$ cat config.mk
export PLATFORM = sky130hd
export DESIGN_NAME = ipc_codec
export DESIGN_NICKNAME = d
export VERILOG_FILES = /design/src/ipc_pkg.sv /design/src/ipc_sync.sv /design/src/ipc_codec.sv
export VERILOG_INCLUDE_DIRS = /design/src
export SDC_FILE = /design/constraint.sdc
export NUM_CORES = 1
export LEC_CHECK = 0
export ABC_CLOCK_PERIOD_IN_PS = 2800
export BUFFER_PORTS_ARGS = -buffer_cell sky130_fd_sc_hd__buf_2
export CORE_ASPECT_RATIO = 0.7
export CORE_MARGIN = 2
export CORE_UTILIZATION = 60
export CTS_CLUSTER_DIAMETER = 50
export CTS_CLUSTER_SIZE = 12
export DETAILED_ROUTE_END_ITERATION = 10
export PLACE_DENSITY = 0.78
export SLEW_MARGIN = 20
export SYNTH_ARGS = -nofsm -noshare
export SYNTH_HDL_FRONTEND = slang
export SYNTH_SLANG_ARGS = --single-unit
$ cat constraint.sdc
create_clock -name clock_i -period 2.8 [get_ports clock_i]
set_clock_uncertainty 0.2 [all_clocks]
set_input_delay 0.42 -clock clock_i [delete_from_list [all_inputs] [get_ports clock_i]]
set_output_delay 0.42 -clock clock_i [all_outputs]
set_load 0.01 [all_outputs]
$ cat src/ipc_cfg.svh
// Constants of the infrared pulse codec, with the list of its behaviours
// Function
// - Transmit high pulse ends after three sub-bit clocks or the 4 us limiter.
// - Half duplex: the infrared side never transmits and receives together.
// - Host start-bit falling edge starts encoding; bits follow every 16 sub-bit clocks.
// - Decoded start bit aligns to infrared falling edge; bits follow every 16.
// - Transmit output held low while a receive low pulse is present.
// - Reset held stops the state machine; no encoding or decoding.
// - Zero bit: low 7, high 3, low 6 sub-bit clocks; one bit: low 16.
// - Low pulse at bit start decodes zero, steady high one; held 16 clocks.
// - In reset the host serial output is high, the infrared output low.
`ifndef IPC_CFG_SVH
`define IPC_CFG_SVH
`define IPC_CLK_MHZ 125
`define IPC_LIMIT_NS 4000
`define IPC_TICK_LAST 4'hF
`define IPC_PULSE_FIRST 4'h7
`define IPC_PULSE_LAST 4'h9
`define IPC_RX_WIN_LAST 4'h2
`define IPC_FRAME_LAST 4'h9
`define IPC_LIM_W 9
`endif

$ cat src/ipc_pkg.sv
// Types of the infrared pulse codec
`include "ipc_cfg.svh"
package ipc_pkg;
    typedef enum logic [1:0] {
        IPC_IDLE = 2'b00,
        IPC_BUSY = 2'b01
    } ipc_dir_state_t;

    typedef struct packed {
        logic clk_d1;
        ipc_dir_state_t tx_st;
        logic [3:0] tx_tick;
        logic [3:0] tx_bit;
        logic tx_zero;
        logic [`IPC_LIM_W-1:0] lim_cnt;
        ipc_dir_state_t rx_st;
        logic [3:0] rx_tick;
        logic [3:0] rx_bit;
        logic host_rx;
        logic ir_out;
    } ipc_state_t;

    typedef struct packed {
        logic [2:0] s1;
        logic [2:0] s2;
    } ipc_sync_state_t;
endpackage : ipc_pkg

$ cat src/ipc_sync.sv
// Two-stage synchroniser for the pins that arrive from outside the clock domain
module ipc_sync import ipc_pkg::*; (
    input wire logic clock_i,
    input wire logic rst_i,
    input wire logic [2:0] pins_i,
    output logic [2:0] pins_o
);
    ipc_sync_state_t st_q;
    ipc_sync_state_t st_d;

    always_comb begin
        st_d = st_q;
        st_d.s1 = pins_i;
        // Stage one feeds stage two only
        for (int i = 0; i < 3; i++) begin
            st_d.s2[i] = st_q.s1[i];
        end
    end

    always_ff @(posedge clock_i) begin
        if (rst_i) begin
            st_q <= '{s1: 3'h7, s2: 3'h7};
        end else begin
            st_q <= st_d;
        end
    end

    assign pins_o = st_q.s2;
endmodule : ipc_sync

$ cat src/ipc_codec.sv
// Half-duplex infrared pulse encoder and decoder between host serial and transceiver
`include "ipc_cfg.svh"
module ipc_codec import ipc_pkg::*; (
    input wire logic clock_i,
    input wire logic rst_i,
    input wire logic bit_clock_x16_i,
    input wire logic host_tx_i,
    input wire logic ir_pulse_in_i,
    output logic host_rx_o,
    output logic ir_pulse_out_o
);
    localparam int unsigned LimitCyc = (`IPC_LIMIT_NS * `IPC_CLK_MHZ) / 1000;
    localparam logic [`IPC_LIM_W-1:0] LimitCnt = LimitCyc[`IPC_LIM_W-1:0];

    logic [2:0] pins_s;
    logic clk_s;
    logic host_tx_s;
    logic ir_in_s;
    logic tick;
    logic pulse_win;
    ipc_state_t st_q;
    ipc_state_t st_d;

    ipc_sync u_sync (
        .clock_i(clock_i),
        .rst_i(rst_i),
        .pins_i({bit_clock_x16_i, host_tx_i, ir_pulse_in_i}),
        .pins_o(pins_s)
    );

    assign clk_s = pins_s[2];
    assign host_tx_s = pins_s[1];
    assign ir_in_s = pins_s[0];
    // One sub-bit clock period begins at each rising edge of the bit clock
    assign tick = clk_s & ~st_q.clk_d1;
    assign pulse_win = (st_q.tx_st == IPC_BUSY) && st_q.tx_zero &&
                       (st_q.tx_tick >= `IPC_PULSE_FIRST) && (st_q.tx_tick <= `IPC_PULSE_LAST);

    always_comb begin
        st_d = st_q;
        st_d.clk_d1 = clk_s;
        if (tick) begin
            case (st_q.tx_st)
                IPC_IDLE: begin
                    // A receive pulse on the same tick wins, so both sides never start together
                    if (!host_tx_s && ir_in_s && st_q.rx_st == IPC_IDLE) begin
                        st_d.tx_st = IPC_BUSY;
                        st_d.tx_tick = 4'h0;
                        st_d.tx_bit = 4'h0;
                        st_d.tx_zero = 1'b1;
                    end
                end
                IPC_BUSY: begin
                    st_d.tx_tick = st_q.tx_tick + 4'h1;
                    if (st_q.tx_tick == `IPC_TICK_LAST) begin
                        st_d.tx_bit = st_q.tx_bit + 4'h1;
                        st_d.tx_zero = ~host_tx_s;
                        if (st_q.tx_bit == `IPC_FRAME_LAST) begin
                            st_d.tx_st = IPC_IDLE;
                        end
                    end
                end
                default: begin
                    st_d.tx_st = IPC_IDLE;
                end
            endcase
            case (st_q.rx_st)
                IPC_IDLE: begin
                    if (!ir_in_s && st_q.tx_st == IPC_IDLE) begin
                        st_d.rx_st = IPC_BUSY;
                        st_d.rx_tick = 4'h0;
                        st_d.rx_bit = 4'h0;
                        st_d.host_rx = 1'b0;
                    end
                end
                IPC_BUSY: begin
                    st_d.rx_tick = st_q.rx_tick + 4'h1;
                    if (st_q.rx_tick == `IPC_TICK_LAST) begin
                        st_d.rx_bit = st_q.rx_bit + 4'h1;
                        st_d.host_rx = ir_in_s;
                        if (st_q.rx_bit == `IPC_FRAME_LAST) begin
                            st_d.rx_st = IPC_IDLE;
                            st_d.host_rx = 1'b1;
                        end
                    end else if (st_q.rx_tick <= `IPC_RX_WIN_LAST && !ir_in_s) begin
                        // A pulse that trails the bit edge still marks a zero
                        st_d.host_rx = 1'b0;
                    end
                end
                default: begin
                    st_d.rx_st = IPC_IDLE;
                end
            endcase
        end
        // Limiter counts real clock cycles so it holds at any bit clock rate
        if (pulse_win && st_q.lim_cnt != LimitCnt) begin
            st_d.lim_cnt = st_q.lim_cnt + 1'b1;
        end else if (!pulse_win) begin
            st_d.lim_cnt = '0;
        end
        st_d.ir_out = pulse_win && (st_q.lim_cnt != LimitCnt) && ir_in_s;
    end

    always_ff @(posedge clock_i) begin
        if (rst_i) begin
            // Everything parked: no counting while held
            st_q <= '0;
            st_q.host_rx <= 1'b1;
            // Matches the synchroniser's reset level so no false tick follows release
            st_q.clk_d1 <= 1'b1;
        end else begin
            st_q <= st_d;
        end
    end

    assign host_rx_o = st_q.host_rx;
    assign ir_pulse_out_o = st_q.ir_out;

    // Checks
    logic [`IPC_LIM_W:0] hi_run;
    always_ff @(posedge clock_i) begin
        if (rst_i || !st_q.ir_out) begin
            hi_run <= '0;
        end else begin
            hi_run <= hi_run + 1'b1;
        end
    end
endmodule : ipc_codec

Yosys cells after proc, flatten, opt, wreduce, memory -nomap -nowiden
Index checks and enable logic that the tools add are counted.
- flip-flop bits (word level): 39
- latch bits: 0
- bits in writable memories: 0
- ROM bits: 0
- input port bits: 5
- output and inout bits: 2
- word-level logic and storage cells: 78
- memories: 0
- add/subtract/negate cells: 5
- multipliers: 0
- div/mod/pow operators: 0
- magnitude comparators: 3
- eq/ne operators: 15
- shift operators: 0
- muxes and demuxes: 17
- bitwise gates (word level): 3
- reductions and logical operators: 22
- operators with widths (kind ; number):
    9-bit one-hot mux with 2 select lines ; 2
    11-bit 2-to-1 mux ; 2
    4-bit AND reduction ; 5
    9-bit 2-to-1 mux ; 2
    4-bit by 1-bit adder with 4-bit output (second input constant) ; 4
    4-bit == test (second input constant) ; 4
    9-bit by 1-bit adder with 9-bit output (second input constant) ; 1
    1-bit logical AND ; 9
    9-bit inequality test (second input constant) ; 1
    2-bit 2-to-1 mux ; 4
    2-bit by 1-bit inequality test with 1-bit output (second input constant) ; 4
    2-bit one-hot mux with 2 select lines ; 2
    2-bit inequality test (second input constant) ; 3
    3-bit AND reduction ; 2
    5-bit 2-to-1 mux ; 1
    2-bit by 1-bit == test with 1-bit output (second input constant) ; 2
    4-bit by 3-bit greater-or-equal comparator with 1-bit output (second input constant) ; 1
    4-bit by 2-bit less-or-equal comparator with 1-bit output (second input constant) ; 1
    4-bit less-or-equal comparator (second input constant) ; 1
    2-bit logical NOT ; 2
    4-bit 2-to-1 mux ; 1
    2-bit nonzero test ; 2
    1-bit 2-to-1 mux ; 3
    3-bit inequality test (second input constant) ; 1
    other kinds (3) ; 5

Logic depth before layout (Yosys ltp)
Gate-level depths: netlist (run 1).
- depth in word-level cells: 6
- mapped depth: 6
- gate-level depth less buffers: 6

Modules after synthesis
A second synthesis (run 1) with hierarchy kept.
- cells, all modules: 199
- area, all modules: 1737.9 µm²
- modules (own cells, without submodules) (module ; instances ; cells an instance ; area an instance (µm²) ; sequential area each (µm²)):
    ipc_codec ; 1 ; 187 ; 1580.3 ; 620.6
    ipc_sync ; 1 ; 12 ; 157.7 ; 120.1

Worst setup path before layout (run 1)
Ideal clock, no wire load.
- path type: register -> register
- start point: reg st_q[26] in the netlist's numbering
- end point: reg st_q[14] in the netlist's numbering
- setup time: 0.147 ns
- data arrival time: 1.328 ns
- data required time: 2.453 ns
- slack: 1.125 ns
- stages on the path, launching flop included: 7
- path buffers: 0
- clock period less this slack: 1.675 ns
- path through: dfxtp_1 -> inv_1 -> ha_1 -> nor2_1 -> nor3b_1 -> o2111ai_1 -> nor3_1
- word-level cells in the longest chain between the ends: 5
- elaborated cells between the ends (all ways): 7
- those cells by class: order compare: 2; eq/ne: 1; mux: 1; reduce/logical: 3
- ends and longest elaborated chain (what ; RTL line ; source):
    start, declared ; ipc_codec.sv:21 ; ipc_state_t st_q;
    start signal, assigned ; ipc_codec.sv:112 ; st_q <= st_d;
    4-bit by 3-bit greater-or-equal comparator with 1-bit output (no line) ; - ;
    1-bit logical AND ; ipc_codec.sv:36 ; assign pulse_win = (st_q.tx_st == IPC_BUSY) && st_q.tx_zero &&
    1-bit logical AND (*) ; ipc_codec.sv:36 ;
    1-bit logical AND ; ipc_codec.sv:96 ; if (pulse_win && st_q.lim_cnt != LimitCnt) begin
    2-bit by 1-bit inequality test with 1-bit output (no line) or 9-bit 2-to-1 mux (tied branches) ; - ;
Every way passes the cells marked *; elsewhere a longest branch is shown, timed or not.
A chain may end at the register's enable or synchronous reset.

Worst setup path after layout (run 1)
- start point: reg st_q[27] in the netlist's numbering
- end point: reg st_q[15] in the netlist's numbering
Same word-level chain as after synthesis.

==> results.md, run 1 <==
- Leak Pwr: ~0.0007 uW
- Vias post-DR: 1,347
- CP max stage cell: o2111ai_1
- Largest net degree at the start of global routing: 22
- Syn Area/Cell: about 8.7 um^2
- Multi-input gate area: roughly 900 um^2
- Total GRT Usage: a little under a quarter
- Setup TNS: 0 ns
- Wirelength per Cell: between 10 and 15 um
- Sink Count: 37
- Routed WL: 3200 um
- Count of input and output buffers: 6
- Post-cts sizing count: 0
- Hold Crit Class: primary input to flop
- FF+latch count, synth: 37
- Setup Fix Bufs, Post-CTS: 0
- Chip Width: roughly 68 um
- Register Area: between 700 and 800 um^2
- CTS H-tree depth: 2
- Final Hold Vio Count: 0
- Cts hold-fix bufs: 0
- Net Count, Synth: roughly 210
- Status: complete, no violations
- Root Buffer: clkbuf_8
- Post-DRT Antenna Nets: 0
- First-pass GRT wire length: between 5000 and 6000 um
- Register area share after synthesis: a little over two fifths
- Initial Util: 62.2%
- Ranking of synthesized cells by area: dfxtp_1 43%, ha_1 8.1%, nor2_1 6.4%
- Critical Path Sink Type: flop
- Vias in the first global route: about 1.3k
- Most used DFF post-synth: dfxtp_1
- Initial antenna violation count: 0
- Global route overflow: 0
- Setup ws final: ~0.79 ns
- Final hold slack: between 0.09 and 0.1 ns
- Min Tclk post-route: ~2 ns
- Max_slew headroom: between 40% and 50%
- Synth warn: 0
- Routability congestion estimate: a little over 0.9
- Latest clock arrival within the worst-skew pair: approximately 0.30 ns
- Ant. Diodes: 0
- DPL Wire Length: between 2000 and 2500 um
- Leading area contributor after synthesis: dfxtp_1
- Critical Path, Cell by Cell: inv_1, ha_1, nor2_1, nor3b_1, o2111ai_1, nor3_1
- Number of max-cap violations: 0
- Fmax: ~0.5 GHz
- CP max FO: 10
- Setup slack, reg-to-reg: just under 0.8 ns
- CTS clk-pin slew, worst paths: approximately 0.07 ns
- Fin crit share: slightly above 70%
- Post-Syn Area: around 1700 um^2
- Pre-antenna DRT Iters: 5
- Final setup viols: 0
- Post-synth cell types: 38
- Drt drc: 0
- PwrDens: around 500 nW/um^2
- Post-place setup slack: 0.830 ns
- Worst EP arrival: slightly below 2 ns
- Peak supply drop: 360 uV
- Placeable Area: between 2000 and 3000 um^2
- Row cnt: 16
- Nets: approximately 220
- CP Launch Type: flop
- Largest stage delay, worst path: roughly 0.69 ns
- Slew Viols, Final: 0
- Die Y: slightly below 50 um
- Fraction of registers with async set/reset: 0%
- Layout cells sized above 1: a little over an eighth
- RSZ-0062 raised after global routing: no
- Syn Inst Count: about 200
- Slew @ Worst Pin: 0.840 ns
- CTS buffer count: 5
- Worst reg2reg path startpoint: st_q[27]$_SDFFE_PP0P_
- Via density: approximately 5.5
- Die area: 3290 um^2
- Fillers: ~220
- Number of synthesized flops with an enable pin: 0
- Clk buf depth: 2
- Layout area overhead: 9.60%
- # IOs: 7
- First DRT Iteration DRCs: 82
- CTS tree: built
- Min-delay src: host_tx_i
- Critical path class: flop to flop
- Setup crit start: st_q[27]$_SDFFE_PP0P_
- Req. time, crit path: approximately 2.8 ns
- Top-area cell type share of the netlist area: a little over two fifths
## worst paths after layout
kind / to / cells after the start
hold / removal: u_sync.st_d[1]$_SDFF_PP1_ / 2
setup reg to reg: st_q[15]$_SDFFE_PP0P_ / 6
setup / recovery: st_q[15]$_SDFFE_PP0P_ / 6
hold reg to reg: u_sync.pins_o[0]$_SDFF_PP1_ / 1
## synthesized netlist by cell type, types with 4 or more instances
| cell type | number |
|---|---|
| a21oi_1 | 10 |
| and3_1 | 4 |
| clkbuf_1 | 4 |
| dfxtp_1 | 37 |
| ha_1 | 11 |
| inv_1 | 15 |
| nand2_1 | 10 |
| nand3_1 | 10 |
| nand4_1 | 4 |
| nor2_1 | 29 |
| nor3_1 | 5 |
| nor3b_1 | 4 |
| o21ai_0 | 7 |
| or2_2 | 7 |
| xnor2_1 | 8 |
## registers in the layout, summed over array words and instances, names as in the netlist
name / count
u_sync.pins_o: 3
u_sync.st_d: 3
st_q: 29
host_rx_o: 1
ir_pulse_out_o: 1
## layer usage
metal	track usage (%)	part of all wire (%)	vias up
met1	28.0	45	635
met3	6.28	5.1	6
li1	-	-	684
met2	36.3	48	22
met5	0	0	-
met4	9.52	1.7	0
## power by group
group	switching [uW]	internal (uW)	leakage, uW	total [uW]
Clock	189	199	0.0000512	388
Sequential	2.87	531	0.000300	534
Combinational	13.6	9.13	0.000342	22.7
Total	205	739	0.000693	944
## through the flow
step / utilization, % / instances / total power (uW) / area, um^2
after detailed placement: 64.7 / 235 / 568 / 1770
final: 68.2 / 243 / 944 / 1870
after global routing: 68.2 / 243 / 984 / 1870
after CTS: 68.2 / 243 / 955 / 1870
after floorplan: - / 196 / 561 / 1710
after global placement: 64.7 / 235 / 567 / 1770
## cells in the final DEF (no fill, tap or decap), drive strengths merged
master	synthesis	final
a211oi	2	2
a21oi	10	10
a22oi	1	1
a31o	1	1
a31oi	1	1
a32oi	1	1
and2	1	1
and3	5	5
and3b	1	1
buf	0	7
clkbuf	4	6
clkinv	0	2
dfxtp	37	37
ha	11	11
inv	15	15
mux2	1	1
mux2i	2	2
nand2	10	10
nand2b	1	1
nand3	10	10
nand3b	1	1
nand4	4	4
nand4b	1	1
nor2	29	29
nor2b	3	3
nor3	5	5
nor3b	4	4
o2111ai	1	1
o211ai	2	2
o21ai	7	7
o21bai	1	1
o221a	1	1
o22a	1	1
or2	7	7
or3	3	3
or4b	1	1
xnor2	8	8
xor2	3	3
## critical path: cells and delay by family, from the launching register on
kind / cells / cell delay (ns)
AOI/OAI and AO/OA: 1 / 0.69
DFF: 1 / 0.38
and+or+nand+nor: 3 / 0.31
buffers and inverters: 1 / 0.08
adders and majority gates: 1 / 0.19
## cell type report
| cell class | count | area share (%) |
|---|---|---|
| clock buffer | 6 | 4.41 |
| timing repair buffer | 7 | 2.01 |
| inverter | 15 | 3.01 |
| tap | 36 | 2.41 |
| clock inverter | 2 | 0.736 |
| multi-input combinational | 140 | 47.8 |
| sequential | 37 | 39.6 |
## logic make-up after synthesis
group                    share of synthesized area, %
AO/OA/AOI/OAI                                    11.0
XOR/XNOR                                         5.65
adder cells (fa/ha/maj)                          8.06
buffers and inverters                            4.18
flip-flops                                       43.4
multiplexers                                     1.83
AND/OR/NAND/NOR                                  25.9
Note: power is estimated with default switching activity, not from simulation.
==> run 2, diff against run 1 <==
--- a/config.mk
+++ b/config.mk
@@ -6,15 +6,15 @@
 export SDC_FILE = /design/constraint.sdc
 export NUM_CORES = 1
 export LEC_CHECK = 0
-export ABC_CLOCK_PERIOD_IN_PS = 2800
+export ABC_CLOCK_PERIOD_IN_PS = 1600
 export BUFFER_PORTS_ARGS = -buffer_cell sky130_fd_sc_hd__buf_2
 export CORE_ASPECT_RATIO = 0.7
 export CORE_MARGIN = 2
-export CORE_UTILIZATION = 60
+export CORE_UTILIZATION = 54
 export CTS_CLUSTER_DIAMETER = 50
 export CTS_CLUSTER_SIZE = 12
 export DETAILED_ROUTE_END_ITERATION = 10
-export PLACE_DENSITY = 0.78
+export PLACE_DENSITY = 0.74
 export SLEW_MARGIN = 20
 export SYNTH_ARGS = -nofsm -noshare
 export SYNTH_HDL_FRONTEND = slang
==> constraint.sdc (replaced) <==
create_clock -name clock_i -period 1.6 [get_ports clock_i]
set_clock_uncertainty 0.2 [all_clocks]
set_input_delay 0.24 -clock clock_i [delete_from_list [all_inputs] [get_ports clock_i]]
set_output_delay 0.24 -clock clock_i [all_outputs]
set_load 0.01 [all_outputs]
==> run 2 against run 1 <==
Against the previous run:
- highest routed layer unchanged
- worst setup slack lost 0.90 ns
- power grew 110%
- clock power grew 140%
- flip-flop and latch count is the same
- non-clock buffer count grew 22
- the run now ends with setup timing left
- largest cell class unchanged
- hold slack gained 0.044 ns
- wire length grew 30%
- critical path depth shrank 2
==> results.md, run 2 (synthesis gave the netlist of run 1 again) <==
- Vias in the first global route: 1,483 (was 1,329)
- Largest net degree at the start of global routing: 21 (was 22)
- Peak supply drop: 629 uV (was 360 uV)
- Min Tclk post-route: 1.71 ns (was 2.01 ns)
- Failing checks: setup timing
- Via density: 5.67 (was 5.54)
- Slew @ Worst Pin: 0.370 ns (was 0.840 ns)
- Die Y: 51.0 um (was 48.6 um)
- Worst reg2reg path startpoint: u_sync.pins_o[1]$_SDFF_PP1_ (was st_q[27]$_SDFFE_PP0P_)
- CTS clk-pin slew, worst paths: 0.07 ns (about the same)
- Hold Crit Class: primary input to flop (unchanged)
- Nets: 244 (was 222)
- Final non-filler cell area: 2280 um^2 (was 1870 um^2)
- Setup ws final: -0.107 ns (was 0.793 ns)
- Most frequent cells in the layout: 30 x dfxtp_1, 26 x nor2_1, 16 x buf_4, 12 x inv_1 (was 37 x dfxtp_1, 29 x nor2_1, 15 x inv_1, 11 x ha_1)
- DPL Wire Length: 2700 um (was 2380 um)
- RSZ-0062 raised after global routing: yes (was no)
- Initial antenna violation count: 0 (unchanged)
- Fin crit share: 107% (was 71.7%)
- Placed Cells: 254 (was 235)
- CTS tree: built (unchanged)
- Largest register by flop count: st_q (unchanged)
- # IOs: 7 (unchanged)
- Clk buf depth: 2 (unchanged)
- Placeable Area: 3080 um^2 (was 2740 um^2)
- PwrDens: 853 nW/um^2 (was 505 nW/um^2)
- Sink Count: 37 (unchanged)
- Layout area overhead: 33.5% (was 9.60%)
- Die area: 3630 um^2 (was 3290 um^2)
- Total GRT Usage: 24.6% (was 22.5%)
- Max reg flops: 29 (unchanged)
- Register Area: 757 um^2 (was 741 um^2)
- Final Instance Count excl. Fillers: 267 (was 243)
- Drt drc: 0 (unchanged)
- First DRT Iteration DRCs: 140 (was 82)
- Slew Viols, Final: 0 (unchanged)
- Min-delay src: rst_i (was host_tx_i)
- Final setup viols: 5 (was 0)
- Number of max-cap violations: 0 (unchanged)
- CTS buffer count: 5 (unchanged)
- CP Launch Type: flop (unchanged)
- Critical Path Sink Type: flop (unchanged)
- Critical path class: flop to flop (unchanged)
- Post-DRT Antenna Nets: 0 (unchanged)
- Vias post-DR: 1,515 (was 1,347)
- Latest clock arrival within the worst-skew pair: 0.29 ns (was 0.30 ns)
- Max_slew headroom: 75.4% (was 43.9%)
- Fmax: 0.586 GHz (was 0.498 GHz)
- Global route overflow: 0 (unchanged)
- Ant. Diodes: 0 (unchanged)
- Multi-input gate area: 1040 um^2 (was 895 um^2)
- Row cnt: 17 (was 16)
- CP max FO: 3 (was 10)
- Initial Util: 55.3% (was 62.2%)
- CTS H-tree depth: 2 (unchanged)
- Wirelength per Cell: 15.6 um (was 13.2 um)
- Placed standard-cell area: 1920 um^2 (was 1770 um^2)
- Status: finished, violations left (was complete, no violations)
- Pre-antenna DRT Iters: 4 (was 5)
- Worst EP arrival: 1.69 ns (was 1.96 ns)
- Leak Pwr: 0.000839 uW (was 0.000693 uW)
- Final Hold Vio Count: 0 (unchanged)
- Chip Width: 71.2 um (was 67.7 um)
- Fillers: 201 (was 222)
- Root Buffer: clkbuf_8 (unchanged)
- First-pass GRT wire length: 6700 um (was 5540 um)
- Req. time, crit path: 1.58 ns (was 2.75 ns)
- Layout cells sized above 1: 34.1% (was 13.5%)
- Setup crit start: u_sync.pins_o[1]$_SDFF_PP1_ (was st_q[27]$_SDFFE_PP0P_)
- Count of input and output buffers: 6 (unchanged)
- Routability congestion estimate: 0.830 (was 0.926)
- Routed WL: 4160 um (was 3200 um)
- Most common cell after layout, fill and taps aside: dfxtp_1 (unchanged)
[run 2: changes by cell type in the layout (fill, tap and decap cells not counted), moves of 4 or more]
cell     previous run  this run
buf_4               1        16
dfxtp_1            37        30
dfxtp_2             0         4
ha_1               11         7
ha_4                0         4
[run 2: area by class of cell]
class / count / share of cell area, %
inverter: 15 / 2.69
timing repair buffer: 29 / 10.3
tap: 38 / 2.09
clock buffer: 5 / 3.02
multi-input combinational: 140 / 45.9
clock inverter: 3 / 2.86
sequential: 37 / 33.2
[run 2: per-layer routing]
layer	GRT usage [%]	part of all wire, %	wire, um
met2	42.4	51	2130
met4	9.43	2.4	102
met5	0	0	0
met1	28.6	41	1730
met3	8.09	4.9	203
[run 2: path summary, 6_finish.rpt]
kind | endpoint | slack, ns | depth (start not counted)
max reg2reg | st_q[25]$_SDFFE_PP0P_ | -0.11 | 4
min | host_rx_o$_SDFFE_PP1P_ | 0.14 | 4
max | st_q[25]$_SDFFE_PP0P_ | -0.11 | 4
min reg2reg | u_sync.pins_o[1]$_SDFF_PP1_ | 0.22 | 1
[run 2: power by group]
| group | switching, uW | internal (uW) | total, uW | leakage, uW |
|---|---|---|---|---|
| clock network | 330 | 619 | 949 | 0.0000681 |
| registers | 3.98 | 924 | 928 | 0.000303 |
| logic | 34.5 | 32.9 | 67.4 | 0.000468 |
[run 2: critical path, cell delays in order, from the launching register on]
cell	delay (ns)
dfxtp_2	0.32
or4b_4	0.57
a211oi_2	0.27
xnor2_1	0.16
nor2_1	0.07
[run 2: what timing repair did]
item	in CTS	in global routing
endpoints found under the setup margin	17	22
cloned	0	0
endpoints found under the hold margin	3	0
hold buffers	3	0
buffers inserted	3	0
pin swaps	4	15
gates resized for setup	10	36
[run 2: stage by stage]
stage / worst slack (ns) / power (uW) / utilization [%] / setup TNS [ns] / hold WS (ns)
after global placement: -0.0164 / 1010 / 62.4 / -0.0578 / 0.192
after detailed placement: -0.118 / 1010 / 62.4 / -1.15 / 0.198
after global routing: -0.156 / 2000 / 73.9 / -0.677 / 0.149
final: -0.107 / 1940 / 73.9 / -0.214 / 0.142
after floorplan: -0.0109 / 981 / - / -0.0218 / 0.144
after CTS: -0.0538 / 1960 / 69.7 / -0.122 / 0.134
==> run 3, diff against run 2 <==
--- a/config.mk
+++ b/config.mk
@@ -6,13 +6,14 @@
 export SDC_FILE = /design/constraint.sdc
 export NUM_CORES = 1
 export LEC_CHECK = 0
+export ABC_AREA = 1
 export ABC_CLOCK_PERIOD_IN_PS = 1600
 export BUFFER_PORTS_ARGS = -buffer_cell sky130_fd_sc_hd__buf_2
 export CORE_ASPECT_RATIO = 0.7
 export CORE_MARGIN = 2
 export CORE_UTILIZATION = 54
 export CTS_CLUSTER_DIAMETER = 50
-export CTS_CLUSTER_SIZE = 12
+export CTS_CLUSTER_SIZE = 25
 export DETAILED_ROUTE_END_ITERATION = 10
 export PLACE_DENSITY = 0.74
 export SLEW_MARGIN = 20
==> run 3 against run 2 <==
Against the previous run:
- the flow now finishes without violations
- via count rose by 3.0%
- die area increased by 8.1%
- register-to-register slack better by 0.17 ns
- wire length shrank 13%
- fmax up 11%
- final cell count rose by 18%
- worst setup slack improved by 0.17 ns
- power decreased by 8.0%
- count of clock-buffer cells in the layout is 1 higher
- non-clock buffer count decreased by 16
==> results.md, run 3 <==
- Peak supply drop: 602 uV (was 629 uV)
- Register Area: 748 um^2 (was 757 um^2)
- Status: complete, no violations (was finished, violations left)
- Placed standard-cell area: 1940 um^2 (was 1920 um^2)
- Hold Crit Class: primary input to flop (unchanged)
- Die Y: 53.0 um (was 51.0 um)
- Post-Syn Area: 1850 um^2 (was 1710 um^2)
- Sequential share of power: 52.2% (was 47.7%)
- RSZ-0062 raised after global routing: yes (unchanged)
- CP max stage cell: dfxtp_1 (was or4b_4)
- Register area share after synthesis: 39.9% (was 43.4%)
- Sink Count: 37 (unchanged)
- Switching portion of total power: 20.7% (was 19.0%)
- Global route overflow: 0 (unchanged)
- Clk buf depth: 2 (unchanged)
- Slew Viols, Final: 0 (unchanged)
- Critical Path Sink Type: flop (unchanged)
- Vias post-DR: 1,561 (was 1,515)
- Layout cells sized above 1: 16.4% (was 34.1%)
- Initial antenna violation count: 0 (unchanged)
- CP top delay family: simple AND/OR/NAND/NOR gates (unchanged)
- Vias in the first global route: 1,416 (was 1,483)
- Final setup viols: 0 (was 5)
- Pre-antenna DRT Iters: 4 (unchanged)
- Setup TNS: 0 ns (was -0.214 ns)
- Root Buffer: clkbuf_8 (unchanged)
- Post-place setup slack: 0.0200 ns (was -0.118 ns)
- Most used DFF post-synth: dfxtp_1 (unchanged)
- Largest stage delay, worst path: 0.37 ns (was 0.57 ns)
- CTS buffer count: 5 (unchanged)
- Post-synth top cells: 57 x nand2_1, 37 x dfxtp_1, 28 x inv_1, 28 x nor2_1, 17 x nand3_1 (was 37 x dfxtp_1, 29 x nor2_1, 15 x inv_1, 11 x ha_1)
- Number of synthesized flops with an enable pin: 0 (unchanged)
- Die area: 3930 um^2 (was 3630 um^2)
- Final non-filler cell area: 2110 um^2 (was 2280 um^2)
- Final hold slack: 0.167 ns (was 0.142 ns)
- Critical path class: flop to flop (unchanged)
- CTS tree: built (unchanged)
- Req. time, crit path: 1.62 ns (was 1.58 ns)
- CP max FO: 4 (was 3)
- Count of input and output buffers: 6 (unchanged)
- Critical Path, Cell by Cell: ha_2, nand2_1, nand2_1, nand2_1, a21oi_4, nand2_1, nor3_1 (was or4b_4, a211oi_2, xnor2_1, nor2_1)
- Row cnt: 17 (unchanged)
- Min Tclk post-route: 1.54 ns (was 1.71 ns)
- Largest net degree at the start of global routing: 21 (unchanged)
- Max reg flops: 29 (unchanged)
- Top-area cell type share of the netlist area: 39.9% (was 43.4%)
- Buf+Inv Stages, Crit Path: 0 (unchanged)
- Via density: 4.96 (was 5.67)
- Drt drc: 0 (unchanged)
- Total GRT Usage: 21.7% (was 24.6%)
- Routability congestion estimate: 0.838 (was 0.830)
- Slew @ Worst Pin: 0.287 ns (was 0.370 ns)
- Syn Area/Cell: 7.39 um^2 (was 8.71 um^2)
- Leak Pwr: 0.000877 uW (was 0.000839 uW)
- Synth warn: 0 (unchanged)
- Worst EP arrival: 1.56 ns (was 1.69 ns)
- P_sw: 370 uW (was 369 uW)
- DPL Wire Length: 2640 um (was 2700 um)
- Combinational share of power: 3.2% (was 3.5%)
- Fraction of registers with async set/reset: 0% (unchanged)
- Fmax: 0.651 GHz (was 0.586 GHz)
- First-pass GRT wire length: 6240 um (was 6700 um)
- FF+latch count, synth: 37 (unchanged)
- Final Hold Vio Count: 0 (unchanged)
- Fillers: 286 (was 201)
- Wirelength per Cell: 11.5 um (was 15.6 um)
- Post-synth cell types: 26 (was 38)
- Nets: 283 (was 244)
- PwrDens: 847 nW/um^2 (was 853 nW/um^2)
- Routed WL: 3630 um (was 4160 um)
- CP Launch Type: flop (unchanged)
- Post-DRT Antenna Nets: 0 (unchanged)
- Layout area overhead: 14.0% (was 33.5%)
- Setup ws final: 0.0632 ns (was -0.107 ns)
- Crit-path most repeated cell: nand2_1
- Largest register by flop count: st_q (unchanged)
- Max_slew headroom: 80.9% (was 75.4%)
- CTS H-tree depth: 2 (unchanged)
- Ant. Diodes: 0 (unchanged)
- Initial Util: 57.7% (was 55.3%)
- Most numerous cell in the Yosys netlist: nand2_1 (was dfxtp_1)
- Multi-input gate area: 985 um^2 (was 1040 um^2)
- Fin crit share: 96.1% (was 107%)
- Placeable Area: 3210 um^2 (was 3080 um^2)
- First DRT Iteration DRCs: 81 (was 140)
- Clock power frac: 44.6% (was 48.8%)
- Net Count, Synth: 267 (was 212)
- Latest clock arrival within the worst-skew pair: 0.29 ns (about the same)
- Ranking of synthesized cells by area: dfxtp_1 40%, nand2_1 12%, ha_1 7.4% (was dfxtp_1 43%, ha_1 8.1%, nor2_1 6.4%)
- Syn Inst Count: 251 (was 196)
- P_int: 1420 uW (was 1580 uW)
- # IOs: 7 (unchanged)
- Leading area contributor after synthesis: dfxtp_1 (unchanged)
- Number of max-cap violations: 0 (unchanged)
- Most common cell after layout, fill and taps aside: nand2_1 (was dfxtp_1)
- Most frequent cells in the layout: 56 x nand2_1, 33 x dfxtp_1, 28 x inv_1, 28 x nor2_1, 17 x nand3_1 (was 30 x dfxtp_1, 26 x nor2_1, 16 x buf_4, 12 x inv_1)
- CTS clk-pin slew, worst paths: 0.07 ns (about the same)
- Chip Width: 74.0 um (was 71.2 um)
- Final core utilization: 65.8% (was 73.9%)
==> run 3: final timing paths <==
kind | start | to | slack [ns] | depth (start not counted)
worst max-delay path | st_q[27]$_SDFFE_PP0P_ | st_q[15]$_SDFFE_PP0P_ | 0.06 | 7
worst max register to register | st_q[27]$_SDFFE_PP0P_ | st_q[15]$_SDFFE_PP0P_ | 0.06 | 7
worst min-delay path | rst_i | st_q[13]$_SDFFE_PP0P_ | 0.17 | 3
worst min register to register | u_sync.st_d[2]$_SDFF_PP1_ | u_sync.pins_o[2]$_SDFF_PP1_ | 0.21 | 1
==> run 3: metrics by stage <==
stage,power [uW],instances
6_report,1790,315
5_1_grt,1850,315
4_1_cts,1810,315
3_5_place_dp,1010,304
3_3_place_gp,1010,304
2_1_floorplan,989,251
==> run 3: timing repair <==
action / 4_1_cts / 5_1_grt
hold endpoints to repair: 3 / 0
resized for setup: 1 / 10
setup endpoints to repair: 1 / 14
setup buffers: 0 / 0
hold buffers: 3 / 0
==> run 3: layout make-up <==
type	instances	share of cell area (%)
flip-flops and latches	37	35.4
clock buffers	6	3.43
well taps	47	2.78
inverters	32	5.68
clock inverters	2	1.84
repair buffers	13	4.26
multi-input cells	178	46.6
==> run 3: power groups by stage <==
stage | Combinational, uW | Sequential [uW] | Clock [uW]
4_1_cts | 56.5 | 935 | 818
3_3_place_gp | 49.8 | 956 | 0
5_1_grt | 63.8 | 934 | 855
2_1_floorplan | 34.7 | 955 | 0
3_5_place_dp | 50.7 | 956 | 0
6_report | 57.5 | 933 | 799
==> run 3: per-layer routing <==
layer  GRT usage (%)  up-vias  wire (um)
met2            31.5       24       1490
met3            5.33       10        115
li1                -      831          -
met1            29.9      696       1940
met4            10.3        0         81
met5               0        -          0
==> run 3: worst reg2reg max path: cells and delay by family (launching register included) <==
kind                       cells  cell delay (ns)
AOI/OAI and AO/OA              1             0.17
adders and majority gates      1             0.22
DFF                            1             0.37
and+or+nand+nor                5             0.51
==> run 3: cell families after synthesis <==
logic type | Yosys count | share of synthesized area [%]
and+or+nand+nor | 127 | 31.0
DFF | 37 | 39.9
buffers and inverters | 36 | 8.10
AOI/OAI and AO/OA | 32 | 9.78
adders and majority gates | 11 | 7.42
xor gates and xnor gates | 8 | 3.78
